### config.mk
export PLATFORM = sky130hd
export DESIGN_NAME = hub_flash_cycle_guard
export DESIGN_NICKNAME = d
export VERILOG_FILES = /design/src/hdl/hub_pkg.sv /design/src/hdl/poll_if.sv /design/src/hdl/pin_sync3.sv /design/src/hdl/write_status_poll.sv /design/src/hdl/hub_flash_cycle_guard.sv
export VERILOG_INCLUDE_DIRS = /design/src /design/src/hdl
export SDC_FILE = /design/constraint.sdc
export NUM_CORES = 1
export LEC_CHECK = 0
export ABC_AREA = 1
export BUFFER_PORTS_ARGS = -buffer_cell sky130_fd_sc_hd__buf_2
export CAP_MARGIN = 10
export CORE_ASPECT_RATIO = 1.25
export CORE_MARGIN = 2
export CORE_UTILIZATION = 40
export CTS_CLUSTER_SIZE = 28
export DETAILED_ROUTE_END_ITERATION = 16
export PLACE_DENSITY = 0.64
export SLEW_MARGIN = 20
export SYNTH_ARGS = -nofsm -noshare
export SYNTH_HDL_FRONTEND = slang
export SYNTH_SLANG_ARGS = --single-unit
### constraint.sdc
create_clock -name clk_sys -period 4.5 [get_ports clk_sys]
set_input_delay 0.45 -clock clk_sys [delete_from_list [all_inputs] [get_ports clk_sys]]
set_output_delay 0.45 -clock clk_sys [all_outputs]
set_load 0.03 [all_outputs]
### src/hdl/hub_consts.svh
// Constants of the flash hub cycle guard: field codes, offsets, timing.
// Assumes a 100 MHz clk_sys that is also the nibble bus clock.
`ifndef HUB_CONSTS_SVH
`define HUB_CONSTS_SVH
`define START_RD      4'hd
`define START_WR      4'he
`define NIB_ABORT     4'hf
`define NIB_TAR       4'hf
`define NIB_SYNC      4'h0
`define SIZE_ONE      4'h0
`define ADDR_LAST     3'h6
`define A22_NIB       3'h1
`define A22_BIT       2
`define LOCK_REG_OFS  16'h0002
`define LOCK_RESET    16'hffff
`define TOP_BLK       4'hf
`define INV_LIMIT_3M  20'h20000
`define DATA_NONE     8'h00
`define PIN_IDLE      8'hff
`define CLK_NS        10
`define RST_LAT_NS    500
`define RST_LAT_CYC   ((`RST_LAT_NS + `CLK_NS - 1) / `CLK_NS)
`define PIN_INIT      0
`define PIN_RST       1
`define PIN_TBL       2
`define PIN_WP        3
`endif

### src/hdl/hub_pkg.sv
// Types of the flash hub cycle guard: bus states and state records.
// Used with hub_consts.svh; no other dependency.
`default_nettype none
package hub_pkg;
    typedef enum logic [3:0] {
        S_IDLE, S_SEL, S_ADDR, S_SIZE, S_WLO, S_WHI, S_TAR0, S_TAR1,
        S_SYNC, S_RLO, S_RHI, S_TOUT, S_STBY, S_ABWAIT
    } bus_st_t;

    typedef struct packed {
        bus_st_t     st;
        logic [2:0]  cnt;
        logic        rd;
        logic        a22;
        logic [19:0] addr;
        logic [7:0]  data;
        logic [3:0]  out;
        logic        oe;
        logic        crd;
        logic        cwr;
        logic        prot;
        logic        abort;
        logic [5:0]  rlat;
        logic [15:0] lock;
        logic [7:0]  poll;
    } guard_st_t;

    typedef struct packed {
        logic [7:0] s1;
        logic [7:0] s2;
        logic [7:0] s3;
        logic [7:0] val;
    } sync_st_t;

    typedef struct packed {
        logic tog;
    } poll_st_t;
endpackage
`default_nettype wire

### src/hdl/poll_if.sv
// Carrier between the cycle guard and the write status poller.
// Both ends run on clk_sys.
`default_nettype none
interface poll_if;
    logic       busy;
    logic       erasing;
    logic       prog7;
    logic       rd_take;
    logic [7:0] raw;
    logic [7:0] status;
    modport guard  (output busy, erasing, prog7, rd_take, raw,
                    input status);
    modport poller (input busy, erasing, prog7, rd_take, raw,
                    output status);
endinterface
`default_nettype wire

### src/hdl/pin_sync3.sv
// Three-stage synchroniser for the eight asynchronous pins.
// A change is taken once stages two and three agree.
`default_nettype none
`include "hub_consts.svh"
module pin_sync3 (
    input  wire logic       clk_sys,
    input  wire logic       rst_b,
    input  wire logic       clk_en,
    input  wire logic [7:0] pins,
    output logic [7:0]      pins_s
);
    hub_pkg::sync_st_t q;
    hub_pkg::sync_st_t d;

    always_comb begin
        d = q;
        d.s1 = pins;
        d.s2 = q.s1;
        d.s3 = q.s2;
        d.val = (q.s2 & q.s3) | (q.val & (q.s2 | q.s3));
    end

    always_ff @(posedge clk_sys) begin
        if (!rst_b) begin
            q <= {4{`PIN_IDLE}};
        end else if (clk_en) begin
            q <= d;
        end
    end

    assign pins_s = q.val;
endmodule
`default_nettype wire

### src/hdl/write_status_poll.sv
// Substitutes the end-of-write status bits into flash read data.
// Expects one rd_take pulse per host read of the flash core.
`default_nettype none
module write_status_poll (
    input  wire logic clk_sys,
    input  wire logic rst_b,
    input  wire logic clk_en,
    poll_if.poller    pif
);
    hub_pkg::poll_st_t q;
    hub_pkg::poll_st_t d;

    always_comb begin
        d = q;
        if (pif.busy && pif.rd_take) begin
            d.tog = ~q.tog;
        end
        pif.status = pif.raw;
        if (pif.busy) begin
            pif.status[6] = q.tog;
            // Erase polls as zero, program as inverted data
            pif.status[7] = pif.erasing ? 1'b0 : ~pif.prog7;
        end
    end

    always_ff @(posedge clk_sys) begin
        if (!rst_b) begin
            q <= '0;
        end else if (clk_en) begin
            q <= d;
        end
    end
endmodule
`default_nettype wire

### src/hdl/hub_flash_cycle_guard.sv
// Front end of a nibble-bus flash hub: cycle decode, routing, locking.
// The nibble bus and frame strobe run on clk_sys; other pins are async.
// The core behind core_* reads combinationally and reports busy state.
`default_nettype none
`include "hub_consts.svh"

module hub_flash_cycle_guard #(
    parameter bit VARIANT_3M = 1'b0,
    parameter bit BOOT_16K   = 1'b0
) (
    input  wire logic        clk_sys,
    input  wire logic        rst_b,
    input  wire logic        clk_en,
    input  wire logic        frame_strobe_n,
    input  wire logic [3:0]  nibble_bus_in,
    output logic [3:0]       nibble_bus_out,
    output logic             nibble_bus_oe,
    input  wire logic [3:0]  strap_select_pins,
    input  wire logic        top_boot_lock_n,
    input  wire logic        write_protect_n,
    input  wire logic        init_n,
    input  wire logic        reset_pin_n,
    input  wire logic [7:0]  core_rdata,
    input  wire logic        core_busy,
    input  wire logic        core_erasing,
    output logic             core_rd_req,
    output logic             core_wr_req,
    output logic [19:0]      core_addr,
    output logic [7:0]       core_wdata,
    output logic             core_wr_protect,
    output logic             core_abort
);
    hub_pkg::guard_st_t q;
    hub_pkg::guard_st_t d;
    logic [7:0]         pins_s;
    logic               rst_any;
    logic               frame_low;
    logic               is_start;
    logic [7:0]         rd_mux;
    poll_if             pif ();

    function automatic logic in_boot(input logic [19:0] a);
        in_boot = BOOT_16K ? (a[17:14] == `TOP_BLK)
                           : (a[19:16] == `TOP_BLK);
    endfunction

    function automatic logic bad_range(input logic [19:0] a);
        bad_range = VARIANT_3M && (a < `INV_LIMIT_3M);
    endfunction

    function automatic logic protect(input logic [19:0] a,
                                     input logic [7:0]  p,
                                     input logic [15:0] lk);
        if (in_boot(a)) begin
            protect = !p[`PIN_TBL] || lk[`TOP_BLK];
        end else begin
            protect = !p[`PIN_WP] || lk[a[19:16]];
        end
    endfunction

    pin_sync3 u_sync (
        .clk_sys (clk_sys),
        .rst_b   (rst_b),
        .clk_en  (clk_en),
        .pins    ({strap_select_pins, write_protect_n,
                   top_boot_lock_n, reset_pin_n, init_n}),
        .pins_s  (pins_s)
    );

    write_status_poll u_poll (
        .clk_sys (clk_sys),
        .rst_b   (rst_b),
        .clk_en  (clk_en),
        .pif     (pif)
    );

    // Either reset pin has the same internal effect
    assign rst_any = !pins_s[`PIN_INIT] || !pins_s[`PIN_RST];
    assign frame_low = !frame_strobe_n;
    assign is_start = (nibble_bus_in == `START_RD) ||
                      (nibble_bus_in == `START_WR);

    assign pif.busy    = core_busy;
    assign pif.erasing = core_erasing;
    assign pif.prog7   = q.poll[7];
    assign pif.raw     = core_rdata;
    assign pif.rd_take = (q.st == hub_pkg::S_TAR1) && q.rd && q.a22 &&
                         !rst_any && !frame_low;

    always_comb begin
        rd_mux = `DATA_NONE;
        if (q.a22) begin
            // Status is meaningless out of range, so plain zero
            if (!bad_range(q.addr)) begin
                rd_mux = pif.status;
            end
        end else if (!core_busy && q.addr[15:0] == `LOCK_REG_OFS) begin
            rd_mux = {7'h00, q.lock[q.addr[19:16]]};
        end
        // Any other register location stays zero
    end

    always_comb begin
        d = q;
        d.crd = 1'b0;
        d.cwr = 1'b0;
        d.abort = 1'b0;
        if (q.rlat != 6'h00) begin
            d.rlat = q.rlat - 6'h01;
            d.abort = (q.rlat == 6'h01);
        end
        if (rst_any || q.rlat != 6'h00) begin
            d.st = hub_pkg::S_IDLE;
            d.oe = 1'b0;
            d.out = `NIB_TAR;
            d.lock = `LOCK_RESET;
            if (rst_any && core_busy && q.rlat == 6'h00 && !q.abort) begin
                d.rlat = 6'(`RST_LAT_CYC);
            end
        end else if (frame_low && q.st != hub_pkg::S_IDLE &&
                     q.st != hub_pkg::S_SEL && q.st != hub_pkg::S_STBY &&
                     q.st != hub_pkg::S_ABWAIT) begin
            d.st = hub_pkg::S_ABWAIT;
            d.oe = 1'b0;
        end else begin
            case (q.st)
            hub_pkg::S_IDLE, hub_pkg::S_STBY: begin
                if (frame_low && is_start) begin
                    d.st = hub_pkg::S_SEL;
                    d.rd = (nibble_bus_in == `START_RD);
                end
            end
            hub_pkg::S_SEL: begin
                // Only the last start nibble before frame rises counts
                if (frame_low) begin
                    if (is_start) begin
                        d.rd = (nibble_bus_in == `START_RD);
                    end else begin
                        d.st = hub_pkg::S_IDLE;
                    end
                end else if (nibble_bus_in == pins_s[7:4]) begin
                    d.st = hub_pkg::S_ADDR;
                    d.cnt = 3'h0;
                end else begin
                    d.st = hub_pkg::S_STBY;
                end
            end
            hub_pkg::S_ADDR: begin
                // Upper nibbles shift out; only bit 22 is kept from them
                d.addr = {q.addr[15:0], nibble_bus_in};
                if (q.cnt == `A22_NIB) begin
                    d.a22 = nibble_bus_in[`A22_BIT];
                end
                d.cnt = q.cnt + 3'h1;
                if (q.cnt == `ADDR_LAST) begin
                    d.st = hub_pkg::S_SIZE;
                end
            end
            hub_pkg::S_SIZE: begin
                if (nibble_bus_in != `SIZE_ONE) begin
                    d.st = hub_pkg::S_IDLE;
                end else if (q.rd) begin
                    d.st = hub_pkg::S_TAR0;
                    d.crd = q.a22;
                end else begin
                    d.st = hub_pkg::S_WLO;
                end
            end
            hub_pkg::S_WLO: begin
                d.data[3:0] = nibble_bus_in;
                d.st = hub_pkg::S_WHI;
            end
            hub_pkg::S_WHI: begin
                d.data[7:4] = nibble_bus_in;
                d.st = hub_pkg::S_TAR0;
            end
            hub_pkg::S_TAR0: begin
                d.st = hub_pkg::S_TAR1;
                if (!q.rd && q.a22 && !bad_range(q.addr)) begin
                    // Byte goes to the core with the protect() verdict on core_wr_protect
                    d.cwr = 1'b1;
                    d.prot = protect(q.addr, pins_s, q.lock);
                    if (!core_busy) begin
                        d.poll = q.data;
                    end
                end else if (!q.rd && !q.a22 && !core_busy &&
                             q.addr[15:0] == `LOCK_REG_OFS) begin
                    d.lock[q.addr[19:16]] = q.data[0];
                end
            end
            hub_pkg::S_TAR1: begin
                // Core has had a full cycle to answer the read
                if (q.rd) begin
                    d.data = rd_mux;
                end
                d.oe = 1'b1;
                d.out = `NIB_SYNC;
                d.st = hub_pkg::S_SYNC;
            end
            hub_pkg::S_SYNC: begin
                if (q.rd) begin
                    d.out = q.data[3:0];
                    d.st = hub_pkg::S_RLO;
                end else begin
                    d.out = `NIB_TAR;
                    d.st = hub_pkg::S_TOUT;
                end
            end
            hub_pkg::S_RLO: begin
                d.out = q.data[7:4];
                d.st = hub_pkg::S_RHI;
            end
            hub_pkg::S_RHI: begin
                d.out = `NIB_TAR;
                d.st = hub_pkg::S_TOUT;
            end
            hub_pkg::S_TOUT: begin
                d.oe = 1'b0;
                d.st = hub_pkg::S_IDLE;
            end
            hub_pkg::S_ABWAIT: begin
                if (nibble_bus_in == `NIB_ABORT) begin
                    d.st = hub_pkg::S_IDLE;
                end
            end
            default: begin
                d.st = hub_pkg::S_IDLE;
            end
            endcase
        end
    end

    always_ff @(posedge clk_sys) begin
        if (!rst_b) begin
            q <= '0;
            q.out <= `NIB_TAR;
            q.lock <= `LOCK_RESET;
        end else if (clk_en) begin
            q <= d;
        end
    end

    assign nibble_bus_out  = q.out;
    assign nibble_bus_oe   = q.oe;
    assign core_rd_req     = q.crd;
    assign core_wr_req     = q.cwr;
    assign core_addr       = q.addr;
    assign core_wdata      = q.data;
    assign core_wr_protect = q.prot;
    assign core_abort      = q.abort;
endmodule
`default_nettype wire

==> flow_metrics.env, run 1 <==
export IMPL_outcome="finished, final reports clean"
export IMPL_grt_pass1_vias=4702
export IMPL_postSynth_asyncResetShare=0
export IMPL_row_count=48
export IMPL_p_per_area_mw_per_mm2=547.8
export IMPL_synth_top_cell_area_share=0.3622
export IMPL_via_per_inst=4.898
export IMPL_fin_nets=918
export IMPL_grt_total_usage=0.1942
export IMPL_antenna_found_initial=0
export IMPL_worst_setup_path_type="reg -> reg"
export IMPL_vias=5221
export IMPL_rsz0062_at_grt="no"
export IMPL_synth_seq_cells=102
export IMPL_grt_overflow_total=0
export IMPL_synth_edf_count=0
export IMPL_core_mm2=0.01381
export IMPL_hold_depth=3
export IMPL_cts_hold_buf=0
export IMPL_place_congestion=0.9624
export IMPL_crit_start="q[24]$_SDFFE_PN0P_"
export IMPL_drive_above_1_share=0.1257
export IMPL_grt_max_degree=72
export IMPL_setup_tns_ns=0
export IMPL_chipWidth_um=110.2
export IMPL_dp_hpwl_mm=9.799
export IMPL_leakagePower_uw=0.002837
export IMPL_ctsResizeCount=0
export IMPL_dp_slack_ns=1.910
export IMPL_htreeDepth=3
export IMPL_grt_pass1_wl_mm=22.66
export IMPL_setup_viol_count_final=0
export IMPL_finalWorstPathRequiredPeriod_ns=2.611
export IMPL_die_h_um=136.7
export IMPL_cp_arrival_ns=2.84
export IMPL_route_detailed_drc=0
export IMPL_hold_violations=0
export IMPL_clk_latency_ns=0.36
export IMPL_diodes=0
export IMPL_syn_instance_count=878
export IMPL_cts_buffers=9
export IMPL_max_freq_mhz=382.9
export IMPL_antenna_left=0
export IMPL_synth_seq_area_share=0.3622
export IMPL_synth_area_mm2=0.005638
export IMPL_wl_per_cell_um=13.00
export IMPL_synth_largest_area_cell="dfxtp_1"
export IMPL_cts_buffer_depth=2
export IMPL_drt_pass1_iter_count=7
export IMPL_ys_warn_count=0
export IMPL_min_path_type="in -> reg"
export IMPL_slew_viol_final=0
export IMPL_cp_max_fo=40
export IMPL_r2r_cells=9
export IMPL_fin_ws_ns=1.889
export IMPL_synth_cell_types=35
export IMPL_cts_setup_buffers=0
export IMPL_root_buffer="clkbuf_16"
export IMPL_max_cap_violations=0
export IMPL_dieArea_mm2=0.01507
export IMPL_area_delta_synth_final_pct=7.546
export IMPL_num_io_pins=63
export IMPL_nFillCells=1523
export IMPL_synth_area_per_cell_um2=6.421
export IMPL_relSlewSlack=0.3183
export IMPL_synth_common_cells="nand2_1, dfxtp_1, inv_1, nor2_1, nand3_1"
export IMPL_wl_mm=13.86
export IMPL_drtIter0Drc=321
export IMPL_worstHoldStart="top_boot_lock_n"
export IMPL_synthMostInstantiatedCell="nand2_1"
export IMPL_synthTopCellsByArea="dfxtp_1, nand2_1, nand3_1"
export IMPL_syn_num_nets=909
export IMPL_fin_skew_ns=0.01281
export IMPL_portBuffers=62
export IMPL_fin_crit_sh=0.5803
export IMPL_critPathLaunchType="flop"
export IMPL_crit_path_end_kind="flop"
export IMPL_tritoncts="built"
export IMPL_ys_flop_type="dfxtp_1"
export IMPL_worstMarginPinSlew_ns=1.016
export IMPL_vdd_drop_max_uv=246.6
export IMPL_initial_core_util=0.4082
export IMPL_cts_sinks=102
export IMPL_clkTransAtPathRegs_ns=0.07
export IMPL_reg2reg_from="q[24]$_SDFFE_PN0P_"
export IMPL_required_ns=4.73
## state kept, by name, indices dropped and copies added (netlist names), 4 cells and up
register	cells
u_sync.pins_s	8
q	31
nibble_bus_out	4
u_sync.d	16
core_addr	20
core_wdata	8
u_sync.q	8
## stage by stage
step           power [µW]  std cells    util  hold slack (ns)  cell area (µm²)
6_report             3322       1066  0.4389           0.2968             6063
5_1_grt              3610       1066  0.4389           0.3036             6063
4_1_cts              3339       1066  0.4389           0.2874             6063
3_5_place_dp         2598       1051  0.4189           0.4419             5787
3_3_place_gp         2588       1051  0.4189           0.4386             5787
2_1_floorplan        2380        878       -           0.4283             5638
## logic make-up (layout without fill, tap and decap cells)
logic type	count (synthesis)	after routing	synth area share
and+or+nand+nor	469	469	0.3611
DFF	102	102	0.3622
buffers and inverters	169	182	0.1394
adders and majority gates	5	5	0.01110
AOI/OAI and AO/OA	131	131	0.1232
xor gates and xnor gates	2	2	0.003108
## metal layers
layer / share of wire / vias to the layer above / GRT usage
met4: 0.034 / 0 / 0.09444
li1: - / 2768 / -
met2: 0.48 / 89 / 0.3224
met3: 0.038 / 34 / 0.04190
met5: 0 / - / 0
met1: 0.45 / 2330 / 0.2359
## worst max-delay path, stage by stage (launching register included)
cell	delay [ns]
dfxtp_1	0.31
inv_1	0.10
ha_1	0.18
inv_1	0.06
nor2_2	0.22
nand3_4	0.22
nor2_4	0.33
nand3_2	0.59
o21ai_0	0.39
a21oi_1	0.06
## placed cells by master (no fill, tap or decap), types with 2 or more instances in the layout
cell type / netlist / routed
a211oi_1: 2 / 2
a21oi_1: 56 / 56
buf_2: 6 / 62
buf_4: 36 / 3
clkbuf_16: 0 / 9
clkinv_4: 0 / 3
dfxtp_1: 102 / 102
ha_1: 5 / 5
inv_1: 98 / 97
inv_2: 4 / 4
nand2_1: 266 / 266
nand2_2: 15 / 15
nand3_1: 75 / 75
nand3_2: 2 / 2
nand4_1: 7 / 7
nand4_2: 2 / 2
nor2_1: 79 / 79
nor2_2: 3 / 3
nor2_4: 5 / 5
nor3_1: 9 / 9
nor3b_1: 3 / 3
o211ai_1: 9 / 9
o21ai_0: 53 / 53
o21ai_1: 5 / 5
o22ai_1: 2 / 2
o31ai_1: 2 / 2
## where the power goes
part	switching [µW]	internal, µW	leakage, µW
combinational	964	433	0.00187
clock	348	390	0.000132
sequential	122	1060	0.000834
total	1430	1890	0.00284
## worst paths after layout
check	to	slack (ns)
max	core_addr[19]$_SDFFE_PN0P_	1.89
max reg2reg	core_addr[19]$_SDFFE_PN0P_	1.89
min	u_sync.d[18]$_SDFFE_PN1P_	0.30
min reg2reg	u_sync.d[14]$_SDFFE_PN1P_	0.46
## layout make-up
class                           count  area [µm²]  share of cell area
Multi-Input combinational cell    607        2810              0.4635
Sequential cell                   102        2042              0.3368
Inverter                          102       382.9             0.06314
Timing Repair Buffer               65       332.8             0.05489
Clock buffer                       11       242.7             0.04003
Tap cell                          175       219.0             0.03611
Clock inverter                      4       33.78            0.005572
Power figures use the tool's default switching activity.
==> run 2, diff against run 1 <==
- clock period: 4.5 -> 2.6 ns (I/O delays scaled with it)
==> flow_metrics.env, run 2 (synthesis results as in run 1) <==
export IMPL_outcome="finished, final reports clean"
export IMPL_grt_pass1_wl_mm=22.83
export IMPL_worstHoldStart="strap_select_pins[2]"
export IMPL_cp_max_fo=36
export IMPL_portBuffers=62
export IMPL_drive_above_1_share=0.1325
export IMPL_grt_pass1_vias=4817
export IMPL_largest_register_ffs=31
export IMPL_leakagePower_uw=0.002888
export IMPL_dp_hpwl_mm=10.24
export IMPL_grt_overflow_total=0
export IMPL_antenna_found_initial=0
export IMPL_chipWidth_um=110.2
export IMPL_max_cap_violations=0
export IMPL_final_cell_mix="nand2_1, dfxtp_1, inv_1, nor2_1, nand3_1"
export IMPL_core_mm2=0.01381
export IMPL_fin_nets=924
export IMPL_diodes=0
export IMPL_crit_path_end_kind="flop"
export IMPL_die_h_um=136.7
export IMPL_setup_viol_count_final=0
export IMPL_fin_skew_ns=0.01055
export IMPL_mostFrequentLayoutCell="nand2_1"
export IMPL_row_count=48
export IMPL_area_delta_synth_final_pct=8.855
export IMPL_cp_arrival_ns=2.45
export IMPL_p_per_area_mw_per_mm2=960.9
export IMPL_via_per_inst=4.904
export IMPL_initial_core_util=0.4082
export IMPL_worst_setup_path_type="reg -> reg"
export IMPL_wl_per_cell_um=13.04
export IMPL_wl_mm=13.99
export IMPL_reg2reg_from="q[24]$_SDFFE_PN0P_"
export IMPL_grt_max_degree=72
export IMPL_ctsResizeCount=0
export IMPL_setup_tns_ns=0
export IMPL_rsz0062_at_grt="no"
export IMPL_htreeDepth=3
export IMPL_largest_register="q"
export IMPL_num_io_pins=63
export IMPL_required_ns=2.84
export IMPL_stdcell_count=1073
export IMPL_fin_hold_ws_ns=0.1120
export IMPL_route_detailed_drc=0
export IMPL_finalWorstPathRequiredPeriod_ns=2.212
export IMPL_power_uw=5897
export IMPL_crit_start="q[24]$_SDFFE_PN0P_"
export IMPL_vdd_drop_max_uv=481.1
export IMPL_critPathLaunchType="flop"
export IMPL_drtIter0Drc=319
export IMPL_antenna_left=0
export IMPL_hold_violations=0
export IMPL_clkTransAtPathRegs_ns=0.07
export IMPL_max_freq_mhz=452.1
export IMPL_fin_crit_sh=0.8507
export IMPL_relSlewSlack=0.4822
export IMPL_min_path_type="in -> reg"
export IMPL_cts_buffer_depth=2
export IMPL_dp_slack_ns=0.4047
export IMPL_tritoncts="built"
export IMPL_vias=5262
export IMPL_place_congestion=0.9273
export IMPL_cts_hold_buf=0
export IMPL_grt_total_usage=0.1952
export IMPL_cts_sinks=102
export IMPL_dieArea_mm2=0.01507
export IMPL_clk_latency_ns=0.36
export IMPL_fin_ws_ns=0.3883
export IMPL_drt_pass1_iter_count=5
export IMPL_placed_cells=1057
export IMPL_slew_viol_final=0
export IMPL_cts_buffers=9
export IMPL_worstMarginPinSlew_ns=0.7758
export IMPL_cts_setup_buffers=0
export IMPL_root_buffer="clkbuf_16"
## run 2: changes by cell type in the layout (fill, tap and decap cells not counted)
| cell | before | now |
|---|---|---|
| bufinv_16 | 0 | 1 |
| inv_6 | 0 | 2 |
| inv_8 | 0 | 1 |
| clkinv_1 | 1 | 0 |
| clkbuf_8 | 1 | 0 |
| buf_4 | 3 | 9 |
| clkinv_4 | 3 | 2 |
| inv_1 | 97 | 98 |
| clkinvlp_4 | 1 | 0 |
## run 2: metrics by stage
| stage | util | instance area, µm² |
|---|---|---|
| floorplan | - | 5638 |
| global placement | 0.4222 | 5832 |
| detailed placement | 0.4222 | 5832 |
| CTS | 0.4443 | 6137 |
| global route | 0.4443 | 6137 |
| finish | 0.4443 | 6137 |
## run 2: area by class of cell
cell class | instances | area [µm²]
Fill cell | 1509 | 7676
Multi-Input combinational cell | 607 | 2810
Sequential cell | 102 | 2042
Inverter | 102 | 382.9
Timing Repair Buffer | 71 | 377.9
Clock buffer | 10 | 229.0
Tap cell | 175 | 219.0
Clock inverter | 6 | 76.32
## run 2: per-layer routing
metal  GRT usage  wire (µm)  vias up
li1            -          -     2796
met1      0.2314       5995     2345
met2      0.3514       7223       96
met3     0.03667        510       25
met4     0.06111        258        0
met5           0          0        -
## run 2: worst paths after layout
path | to | slack [ns] | cells past startpoint
hold / removal | u_sync.d[22]$_SDFFE_PN1P_ | 0.11 | 3
setup / recovery | core_addr[17]$_SDFFE_PN0P_ | 0.39 | 10
hold reg to reg | u_sync.d[23]$_SDFFE_PN1P_ | 0.46 | 2
setup reg to reg | core_addr[17]$_SDFFE_PN0P_ | 0.39 | 10
## run 2: power by group
group	leakage (µW)	switching [µW]	internal [µW]
clock network	0.000150	642	765
registers	0.000834	210	1840
logic	0.00190	1670	775
total	0.00289	2520	3380
## run 2: critical path: stages (launching register included)
cell     delay, ns
dfxtp_1       0.32
inv_1         0.10
ha_1          0.17
inv_1         0.06
nor2_2        0.22
nand3_4       0.20
nor2_4        0.32
nand3_2       0.17
buf_4         0.28
o21ai_0       0.19
a21oi_1       0.05
==> run 3, diff against run 2 <==
- CTS_BUF_LIST: unset -> sky130_fd_sc_hd__clkbuf_16
==> flow_metrics.env, run 3 (synthesis results as in run 1) <==
export IMPL_outcome="finished, final reports clean"
export IMPL_fin_crit_sh=0.8510
export IMPL_num_io_pins=63
export IMPL_leakagePower_uw=0.002892
export IMPL_route_detailed_drc=0
export IMPL_largest_register_ffs=31
export IMPL_stdcell_count=1073
export IMPL_placed_area_mm2=0.005832
export IMPL_max_cap_violations=0
export IMPL_p_per_area_mw_per_mm2=960.1
export IMPL_cts_sinks=102
export IMPL_p_int_uw=3376
export IMPL_ctsResizeCount=0
export IMPL_drive_above_1_share=0.1325
export IMPL_cp_common_cell="inv_1"
export IMPL_netSwitchingPower_uw=2517
export IMPL_postLayoutCellArea_mm2=0.006137
export IMPL_worstMarginPinSlew_ns=0.7712
export IMPL_crit_path_end_kind="flop"
export IMPL_wl_mm=13.99
export IMPL_clkTransAtPathRegs_ns=0.07
export IMPL_antenna_found_initial=0
export IMPL_final_cell_mix="nand2_1, dfxtp_1, inv_1, nor2_1, nand3_1"
export IMPL_portBuffers=62
export IMPL_pwr_share_seq=0.348
export IMPL_cts_setup_buffers=0
export IMPL_drt_pass1_iter_count=5
export IMPL_cp_max_fo=36
export IMPL_cts_hold_buf=0
export IMPL_p_sw_frac=0.4271
export IMPL_seq_area_mm2=0.002042
export IMPL_antenna_left=0
export IMPL_path_cells="inv_1 > ha_1 > inv_1 > nor2_2 > nand3_4 > nor2_4 > nand3_2 > buf_4 > o21ai_0 > a21oi_1"
export IMPL_cpPeakStageDelay_ns=0.33
export IMPL_slew_viol_final=0
export IMPL_root_buffer="clkbuf_16"
export IMPL_wl_per_cell_um=13.04
export IMPL_critPathLaunchType="flop"
export IMPL_worst_setup_path_type="reg -> reg"
export IMPL_row_count=48
export IMPL_fin_skew_ns=0.01055
export IMPL_die_h_um=136.7
export IMPL_clk_latency_ns=0.36
export IMPL_finalWorstPathRequiredPeriod_ns=2.213
export IMPL_p_comb_frac=0.414
export IMPL_relSlewSlack=0.4853
export IMPL_fin_ws_ns=0.3873
export IMPL_chipWidth_um=110.2
export IMPL_via_per_inst=4.916
export IMPL_grt_overflow_total=0
export IMPL_place_congestion=0.9273
export IMPL_grt_pass1_wl_mm=22.83
export IMPL_setup_tns_ns=0
export IMPL_placed_cells=1057
export IMPL_required_ns=2.84
export IMPL_area_delta_synth_final_pct=8.855
export IMPL_dp_hpwl_mm=10.24
export IMPL_max_freq_mhz=451.9
export IMPL_cp_slowest_cell="nor2_4"
export IMPL_fin_nets=924
export IMPL_drtIter0Drc=319
export IMPL_p_clk_frac=0.238
export IMPL_rsz0062_at_grt="no"
export IMPL_hold_violations=0
export IMPL_grt_max_degree=72
export IMPL_min_path_type="in -> reg"
export IMPL_dieArea_mm2=0.01507
export IMPL_vias=5275
export IMPL_multi_input_comb_area_mm2=0.002810
export IMPL_grt_total_usage=0.1952
export IMPL_vdd_drop_max_uv=480.9
export IMPL_largest_register="q"
export IMPL_cts_buffer_depth=2
export IMPL_grt_pass1_vias=4817
export IMPL_htreeDepth=3
export IMPL_setup_viol_count_final=0
export IMPL_fin_hold_ws_ns=0.1117
export IMPL_mostFrequentLayoutCell="nand2_1"
export IMPL_diodes=0
export IMPL_dp_slack_ns=0.4047
export IMPL_core_mm2=0.01381
export IMPL_nFillCells=1509
export IMPL_initial_core_util=0.4082
export IMPL_tritoncts="built"
export IMPL_cts_buffers=9
export IMPL_cp_arrival_ns=2.45
run 3: cell count changes in the layout (fill, tap and decap cells not counted):
cell,delta
clkbuf_1,-1
inv_1,+1
run 3: critical path, delay by kind of cell, from the launching register on:
| kind | cells | cell delay [ns] |
|---|---|---|
| buffers and inverters | 3 | 0.44 |
| adders and majority gates | 1 | 0.17 |
| AOI/OAI and AO/OA | 2 | 0.24 |
| DFF | 1 | 0.32 |
| and+or+nand+nor | 4 | 0.92 |
run 3: worst paths after layout:
path / from / to / slack, ns / cells past startpoint
min: strap_select_pins[2] / u_sync.d[22]$_SDFFE_PN1P_ / 0.11 / 3
max reg2reg: q[24]$_SDFFE_PN0P_ / core_addr[17]$_SDFFE_PN0P_ / 0.39 / 10
min reg2reg: u_sync.d[23]$_SDFFE_PN1P_ / u_sync.d[23]$_SDFFE_PN1P_ / 0.46 / 2
max: q[24]$_SDFFE_PN0P_ / core_addr[17]$_SDFFE_PN0P_ / 0.39 / 10
run 3: per-layer routing:
layer	global-route usage	up-vias	share of wire
li1	-	2796	-
met1	0.2314	2352	0.43
met2	0.3514	102	0.52
met3	0.03667	25	0.038
met4	0.06111	0	0.018
met5	0	-	0
run 3: power groups by stage:
stage	combinational (µW)	clock, µW	sequential [µW]
3_5_place_dp	2450	0	2090
5_1_grt	2830	1490	2080
4_1_cts	2460	1440	2050
3_3_place_gp	2440	0	2080
6_report	2440	1400	2050
2_1_floorplan	2100	0	2020
run 3: through the flow:
stage | power, µW | util
floorplan | 4119 | -
global placement | 4517 | 0.4222
detailed placement | 4540 | 0.4222
CTS | 5948 | 0.4443
global route | 6395 | 0.4443
finish | 5892 | 0.4443
run 3: final cells by class:
| cell class | count | share of cell area |
|---|---|---|
| Multi-Input combinational cell | 607 | 0.4579 |
| Sequential cell | 102 | 0.3327 |
| Inverter | 102 | 0.06239 |
| Timing Repair Buffer | 71 | 0.06157 |
| Clock buffer | 9 | 0.03670 |
| Tap cell | 175 | 0.03568 |
| Clock inverter | 7 | 0.01305 |
